===== config.mk =====
export PLATFORM = sky130hd
export DESIGN_NAME = tbs_tx_byte_serializer
export DESIGN_NICKNAME = d
export VERILOG_FILES = /design/src/core/tbs_pkg.sv /design/src/core/tbs_tx_byte_serializer.sv
export SDC_FILE = /design/constraint.sdc
export NUM_CORES = 1
export LEC_CHECK = 0
export BUFFER_PORTS_ARGS = -buffer_cell sky130_fd_sc_hd__buf_2
export CORE_UTILIZATION = 45
export CTS_CLUSTER_DIAMETER = 200
export DETAILED_ROUTE_END_ITERATION = 6
export GPL_ROUTABILITY_DRIVEN = 1
export PLACE_DENSITY = 0.67
export SETUP_SLACK_MARGIN = 0.15
export SLEW_MARGIN = 10
export SYNTH_ARGS = -nofsm -noshare
export SYNTH_HDL_FRONTEND = slang
export SYNTH_SLANG_ARGS = --single-unit

===== constraint.sdc =====
create_clock -name clk -period 2.3 [get_ports clk]
set_clock_uncertainty 0.15 [all_clocks]
set_input_delay 0 -clock clk [delete_from_list [all_inputs] [get_ports clk]]
set_output_delay 0 -clock clk [all_outputs]
set_load 0.03 [all_outputs]

===== src/core/tbs_pkg.sv =====
package tbs_pkg;
	localparam int unsigned CLK_FREQ_HZ = 40_000_000;
	// byte clock generated in output mode, as system clock divider halves
	localparam int unsigned BYTE_CLK_HALF_HI = 4;
	localparam int unsigned BYTE_CLK_HALF_LO = 16;
	localparam int unsigned BYTE_W = 8;
	localparam int unsigned BIT_CNT_W = 3;
	localparam logic [2:0] MSB_INDEX = 3'h7;
	localparam logic [7:0] BYTE_RESET = 8'h00;

	typedef struct packed {
		logic [7:0] data;
	} tbs_byte_t;

	typedef struct packed {
		logic pos;
		logic neg;
	} tbs_diff_t;

	typedef enum logic [1:0] {
		TBS_IDLE = 2'b01,
		TBS_SHIFT = 2'b10
	} tbs_state_t;
endpackage : tbs_pkg


===== src/core/tbs_tx_byte_serializer.sv =====
`timescale 1ns/10ps
// What this block does
// - direction high: drive byte clock out
// - capture byte on rising byte clock edge
// - direction low: byte clock is input
// - shift each byte out msb first
// - serial rate is eight times byte rate
// - reference frequency select picks 77.76/19.44
// - select differential or single-ended reference
module tbs_tx_byte_serializer #(
	parameter int unsigned HALF_HI = tbs_pkg::BYTE_CLK_HALF_HI,
	parameter int unsigned HALF_LO = tbs_pkg::BYTE_CLK_HALF_LO
) (
	input wire logic clk,
	input wire logic rst_n,
	input wire logic high_rate_mode,
	input wire logic tx_clock_direction_select,
	input wire logic tx_byte_clock_pin_i,
	output logic tx_byte_clock_pin_o,
	output logic tx_byte_clock_pin_oe,
	input wire tbs_pkg::tbs_byte_t tx_parallel_byte,
	input wire logic ref_freq_select,
	input wire logic use_single_ended_ref,
	input wire tbs_pkg::tbs_diff_t diff_ref_clock,
	input wire logic single_ended_ref_clock,
	output logic ref_clock_selected,
	output logic ref_is_high_freq,
	input wire logic bit_ready,
	output logic bit_valid,
	output tbs_pkg::tbs_diff_t serial_out,
	output logic byte_lost
);
	////////////////////////////////////////////////////////////////////////
	// input synchronisers
	logic [1:0] dir_sync_reg;
	logic [1:0] pin_sync_reg;
	logic [1:0] rsel_sync_reg;
	logic [1:0] use_se_sync_reg;
	logic [1:0] se_clk_sync_reg;
	logic [1:0] diff_pos_sync_reg;
	logic pin_prev_reg;
	tbs_pkg::tbs_byte_t data_s1_reg;
	tbs_pkg::tbs_byte_t data_s2_reg;
	always_ff @(posedge clk or negedge rst_n) begin
		if (!rst_n) begin
			dir_sync_reg <= 2'h0;
			pin_sync_reg <= 2'h0;
			rsel_sync_reg <= 2'h0;
			use_se_sync_reg <= 2'h0;
			se_clk_sync_reg <= 2'h0;
			diff_pos_sync_reg <= 2'h0;
			pin_prev_reg <= 1'b0;
			data_s1_reg <= tbs_pkg::BYTE_RESET;
			data_s2_reg <= tbs_pkg::BYTE_RESET;
		end else begin
			dir_sync_reg <= {dir_sync_reg[0], tx_clock_direction_select};
			pin_sync_reg <= {pin_sync_reg[0], tx_byte_clock_pin_i};
			rsel_sync_reg <= {rsel_sync_reg[0], ref_freq_select};
			use_se_sync_reg <= {use_se_sync_reg[0], use_single_ended_ref};
			se_clk_sync_reg <= {se_clk_sync_reg[0],
				single_ended_ref_clock};
			diff_pos_sync_reg <= {diff_pos_sync_reg[0],
				diff_ref_clock.pos};
			pin_prev_reg <= pin_sync_reg[1];
			data_s1_reg <= tx_parallel_byte;
			data_s2_reg <= data_s1_reg;
		end
	end

	////////////////////////////////////////////////////////////////////////
	// byte clock divider for output mode
	logic [7:0] div_cnt_reg;
	logic [7:0] div_half;
	logic byte_clk_reg;
	logic gen_rise;
	logic cap_strobe;
	assign div_half = high_rate_mode ? 8'(HALF_HI) : 8'(HALF_LO);
	assign gen_rise = dir_sync_reg[1] && !byte_clk_reg &&
		(div_cnt_reg == div_half - 8'h01);
	always_ff @(posedge clk or negedge rst_n) begin
		if (!rst_n) begin
			div_cnt_reg <= 8'h00;
			byte_clk_reg <= 1'b0;
		end else if (div_cnt_reg >= div_half - 8'h01) begin
			div_cnt_reg <= 8'h00;
			byte_clk_reg <= ~byte_clk_reg;
		end else begin
			div_cnt_reg <= div_cnt_reg + 8'h01;
		end
	end
	assign tx_byte_clock_pin_o = byte_clk_reg;
	assign tx_byte_clock_pin_oe = dir_sync_reg[1];
	// capture on rising edge of whichever byte clock is active
	assign cap_strobe = dir_sync_reg[1] ? gen_rise :
		(pin_sync_reg[1] && !pin_prev_reg);

	////////////////////////////////////////////////////////////////////////
	// reference selection
	always_ff @(posedge clk or negedge rst_n) begin
		if (!rst_n) begin
			ref_clock_selected <= 1'b0;
			ref_is_high_freq <= 1'b0;
		end else begin
			// unused reference input is tied low on the board
			ref_clock_selected <= use_se_sync_reg[1] ?
				se_clk_sync_reg[1] : diff_pos_sync_reg[1];
			ref_is_high_freq <= rsel_sync_reg[1];
		end
	end

	////////////////////////////////////////////////////////////////////////
	// two-entry byte buffer
	tbs_pkg::tbs_byte_t buf_mem [2];
	logic wr_ptr_reg;
	logic rd_ptr_reg;
	logic [1:0] count_reg;
	logic buf_in_ready;
	logic buf_out_valid;
	logic buf_pop;
	logic buf_push;
	assign buf_in_ready = count_reg != 2'h2;
	assign buf_out_valid = count_reg != 2'h0;
	assign buf_push = cap_strobe && buf_in_ready;
	always_ff @(posedge clk or negedge rst_n) begin
		if (!rst_n) begin
			wr_ptr_reg <= 1'b0;
			rd_ptr_reg <= 1'b0;
			count_reg <= 2'h0;
			buf_mem[0] <= tbs_pkg::BYTE_RESET;
			buf_mem[1] <= tbs_pkg::BYTE_RESET;
		end else begin
			if (buf_push) begin
				buf_mem[wr_ptr_reg] <= data_s2_reg;
				wr_ptr_reg <= ~wr_ptr_reg;
			end
			if (buf_pop) begin
				rd_ptr_reg <= ~rd_ptr_reg;
			end
			count_reg <= count_reg + 2'(buf_push) - 2'(buf_pop);
		end
	end
	always_ff @(posedge clk or negedge rst_n) begin
		if (!rst_n) begin
			byte_lost <= 1'b0;
		end else begin
			byte_lost <= cap_strobe && !buf_in_ready;
		end
	end

	////////////////////////////////////////////////////////////////////////
	// serializer
	tbs_pkg::tbs_state_t state_reg;
	tbs_pkg::tbs_byte_t shift_reg;
	tbs_pkg::tbs_byte_t head_byte;
	logic [2:0] bit_idx_reg;
	logic bit_take;
	logic serial_pos_reg;
	function automatic logic pick_bit(
		input tbs_pkg::tbs_byte_t b,
		input logic [2:0] idx
	);
		return b.data[idx];
	endfunction : pick_bit
	assign head_byte = buf_mem[rd_ptr_reg];
	assign bit_take = bit_valid && bit_ready;
	assign buf_pop = buf_out_valid &&
		(state_reg == tbs_pkg::TBS_IDLE ||
		(bit_take && bit_idx_reg == 3'h0));
	always_ff @(posedge clk or negedge rst_n) begin
		if (!rst_n) begin
			state_reg <= tbs_pkg::TBS_IDLE;
			shift_reg <= tbs_pkg::BYTE_RESET;
			bit_idx_reg <= tbs_pkg::MSB_INDEX;
		end else begin
			unique case (state_reg)
				tbs_pkg::TBS_IDLE: begin
					if (buf_pop) begin
						shift_reg <= buf_mem[rd_ptr_reg];
						bit_idx_reg <= tbs_pkg::MSB_INDEX;
						state_reg <= tbs_pkg::TBS_SHIFT;
					end
				end
				tbs_pkg::TBS_SHIFT: begin
					if (bit_take) begin
						if (bit_idx_reg == 3'h0) begin
							// exactly eight bits per byte
							if (buf_pop) begin
								shift_reg <= buf_mem[rd_ptr_reg];
								bit_idx_reg <= tbs_pkg::MSB_INDEX;
							end else begin
								state_reg <= tbs_pkg::TBS_IDLE;
							end
						end else begin
							bit_idx_reg <= bit_idx_reg - 3'h1;
						end
					end
				end
			endcase
		end
	end
	assign bit_valid = state_reg == tbs_pkg::TBS_SHIFT;

	////////////////////////////////////////////////////////////////////////
	// registered serial bit, equals the shifter's current bit in the same cycle
	always_ff @(posedge clk or negedge rst_n) begin
		if (!rst_n) begin
			serial_pos_reg <= 1'b0;
		end else begin
			unique case (state_reg)
				tbs_pkg::TBS_IDLE: begin
					if (buf_pop) begin
						serial_pos_reg <=
							pick_bit(head_byte, tbs_pkg::MSB_INDEX);
					end
				end
				tbs_pkg::TBS_SHIFT: begin
					if (bit_take) begin
						if (bit_idx_reg != 3'h0) begin
							serial_pos_reg <=
								pick_bit(shift_reg, bit_idx_reg - 3'h1);
						end else if (buf_pop) begin
							serial_pos_reg <=
								pick_bit(head_byte, tbs_pkg::MSB_INDEX);
						end else begin
							// line rests low while idle
							serial_pos_reg <= 1'b0;
						end
					end
				end
			endcase
		end
	end
	always_comb begin
		serial_out.pos = serial_pos_reg;
		serial_out.neg = !serial_pos_reg;
	end
endmodule : tbs_tx_byte_serializer


==> flow_summary.json <==
{
  "critPathBufInv": 0,
  "syn_inst": 196,
  "synth_seq_area_share_pct": 67.32,
  "drive_gt1_share_pct": 32.81,
  "viasPerCell": 4.831,
  "wirelength_mm": 4.265,
  "ctsHtreeMaxLevel": 3,
  "dp.cells": 297,
  "num-fill-cells": 511,
  "irDropWorstVdd_mv": 0.5261,
  "synth_warnings": 0,
  "cts.sinks": 75,
  "worst_slack_ns": 0.03311,
  "clockPowerShare_pct": 26.7,
  "crit_type": "reg -> reg",
  "final_cell_count_no_fill": 331,
  "final_area_mm2": 0.003531,
  "ant_nets": 0,
  "final-seq-area_mm2": 0.001882,
  "layout.nets": 277,
  "switchingPower_w": 0.001157,
  "holdCritStartpoint": "high_rate_mode",
  "path_max_fanout": 3,
  "place_congestion": 0.7406,
  "cp.required_ns": 2.41,
  "crit_top_cell": "xnor2_1",
  "layout_commonest_cell": "dfrtp_1",
  "cts-root-buf": "clkbuf_8",
  "drt_iter0_markers": 88,
  "num_antenna_cells": 0,
  "pwr-share-seq_pct": 46.0,
  "power_density_mw_per_mm2": 1142,
  "whs_path_depth": 4,
  "holdCritPathClass": "in -> reg",
  "fin_crit_ns": 2.267,
  "cp.depth": 7,
  "slowest_delay_ns": 0.55,
  "route.detailed.drc": 0,
  "vias": 1599,
  "dieWidth_um": 80.82,
  "synth_area_leader_cell": "dfrtp_1",
  "cts_tree": "done",
  "reg2reg_depth": 7,
  "drv_cap": 0,
  "fmax_mhz": 441.1,
  "path_delay_family": "simple AND/OR/NAND/NOR gates",
  "postPlaceCellArea_mm2": 0.003052,
  "synthesis.area_mm2": 0.002795,
  "wire_per_inst_um": 12.89,
  "grt_pass1_wl_mm": 7.493,
  "worst-slew-pin-transition_ns": 0.9055,
  "status": "finished, final reports clean",
  "cp.arrival_ns": 2.37,
  "setup_viol": 0,
  "avgSynthCellArea_um2": 14.26,
  "rrSetupSlack_ns": 0.03,
  "relSlewSlack_pct": 39.64,
  "crit_slowest_cell": "or4_4",
  "cp-end-kind": "flop",
  "place_ws_ns": 0.09068,
  "core_mm2": 0.005956,
  "r2r-end": "count_reg[1]$_DFF_PN0_",
  "pwr-share-comb_pct": 27.2,
  "drtPass1Iterations": 4,
  "largest_reg_flops": 16,
  "p_leak_nw": 1.606,
  "cp_cell_sequence": "or4_4 > o31a_1 > nor2_2 > xnor2_1 > ha_2 > xnor2_2 > xnor2_1",
  "grt_overflow": 0,
  "io_buffers": 25,
  "die_area_mm2": 0.006531,
  "num_io_pins": 27,
  "synthTopCellsByArea": "dfrtp_1, mux2_2, dfstp_2",
  "mostFrequentLayoutCells": "dfrtp_1, buf_2, o21ai_0",
  "setup-tns-final_ns": 0,
  "rsz0062_at_grt": "yes",
  "syn_to_final_growth_pct": 26.32,
  "ys_types": 38,
  "final_max_slew_viol_count": 0,
  "netlist.area_leader.share_pct": 63.56,
  "worstHoldEndpoint": "div_cnt_reg[1]$_DFF_PN0_",
  "start_util_pct": 46.93,
  "swShare_pct": 28.71,
  "rr_startpoint": "div_cnt_reg[5]$_DFF_PN0_",
  "hold_viol_final": 0,
  "antenna_found_initial": 0,
  "clkTransAtPathRegs_ns": 0.07,
  "multi_input_area_um2": 953.4,
  "top_register": "buf_mem",
  "rows": 28,
  "cts_buffers": 9,
  "grt_max_degree": 76,
  "insertion_delay_ns": 0.33,
  "synth_seq_cells": 75,
  "hpwl_mm": 2.628,
  "track_usage_pct": 15.69,
  "internal_power_w": 0.002874,
  "clockBufferDepth": 2,
  "crit_path_start_kind": "flop",
  "grt_pass1_vias": 1616,
  "fp.dieH_um": 80.82,
  "min_period_over_period_pct": 98.56
}
[stage by stage]
| step | total power (W) | hold slack (ns) | utilization (%) |
|---|---|---|---|
| final | 0.004031 | 0.06347 | 59.29 |
| after detailed placement | 0.002814 | -0.04067 | 51.24 |
| after global routing | 0.004292 | 0.09672 | 59.29 |
| after floorplan | 0.002561 | -0.4456 | - |
| after CTS | 0.003992 | 0.04302 | 58.42 |
| after global placement | 0.002779 | -0.04272 | 51.24 |
[per-layer routing]
| layer | global-route usage [%] | wire length [µm] | up-vias |
|---|---|---|---|
| met5 | 0 | 0 | - |
| met4 | 9.107 | 83 | 0 |
| met3 | 3.708 | 109 | 9 |
| met2 | 23.70 | 2020 | 22 |
| met1 | 20.79 | 2052 | 787 |
| li1 | - | - | 781 |
[power by group through the flow]
| stage | Sequential, W | Combinational (W) | Clock [W] |
|---|---|---|---|
| final | 0.00186 | 0.00110 | 0.00108 |
| after global routing | 0.00190 | 0.00122 | 0.00117 |
| after CTS | 0.00185 | 0.00103 | 0.00111 |
| after detailed placement | 0.00187 | 0.000942 | 0 |
| after global placement | 0.00186 | 0.000919 | 0 |
| after floorplan | 0.00184 | 0.000722 | 0 |
[worst reg2reg max path, cell delays in order (launching register included)]
cell and delay, ns:
dfrtp_1 0.37, or4_4 0.55, o31a_1 0.36, nor2_2 0.16, xnor2_1 0.15, ha_2 0.22
xnor2_2 0.11, xnor2_1 0.13
[kinds of logic after synthesis]
family,count (synthesis),share of synthesized area (%)
compound gates,28,6.178
xor+xnor,11,3.447
fa+ha+maj,6,2.686
buf+inv,13,1.925
flops,75,67.32
mux,27,11.32
other cells,1,0.1342
simple gates,35,6.984
[cell usage after synthesis, drive strengths merged]
library cell	n
dfrtp	71
mux2	17
o21ai	17
nor2	10
mux2i	8
inv	7
ha	6
xnor2	6
nand2	5
nor3	5
xor2	5
clkbuf	4
dfstp	4
nand3	4
nand2b	3
nor2b	3
buf	2
mux4	2
a211o	1
a211oi	1
a21boi	1
a21oi	1
a221oi	1
a22oi	1
a2bb2oi	1
a41oi	1
and3	1
conb	1
nand3b	1
o31a	1
o31ai	1
o32ai	1
or2	1
or3b	1
or4	1
[worst max-delay path by stage]
stage	start	to	slack, ns
3_3_place_gp	bit_idx_reg[0]$_DFFE_PN1N_	serial_pos_reg$_DFFE_PN0P_	0.12
5_1_grt	div_cnt_reg[5]$_DFF_PN0_	count_reg[1]$_DFF_PN0_	-0.08
3_5_place_dp	div_cnt_reg[7]$_DFF_PN0_	count_reg[1]$_DFF_PN0_	0.09
4_1_cts	div_cnt_reg[7]$_DFF_PN0_	count_reg[1]$_DFF_PN0_	0.03
6_report	div_cnt_reg[5]$_DFF_PN0_	count_reg[1]$_DFF_PN0_	0.03
2_1_floorplan	state_reg[1]$_DFFE_PN0P_	count_reg[1]$_DFF_PN0_	0.19
[area by class of cell]
class,instances,area share (%)
clock buffer,10,3.898
clock inverter,5,2.197
inverter,7,0.7442
multi-input combinational,110,27.00
sequential,75,53.30
tap,75,2.658
timing repair buffer,49,10.21
[repair_timing]
item | CTS | global route
hold endpoints to repair | 86 | 0
hold buffers | 16 | 0
pin swaps | 3 | 7
setup endpoints to repair | 18 | 19
resized for setup | 9 | 7
buffers inserted | 2 | 1
No activity file was read; power rests on OpenSTA's default activity.
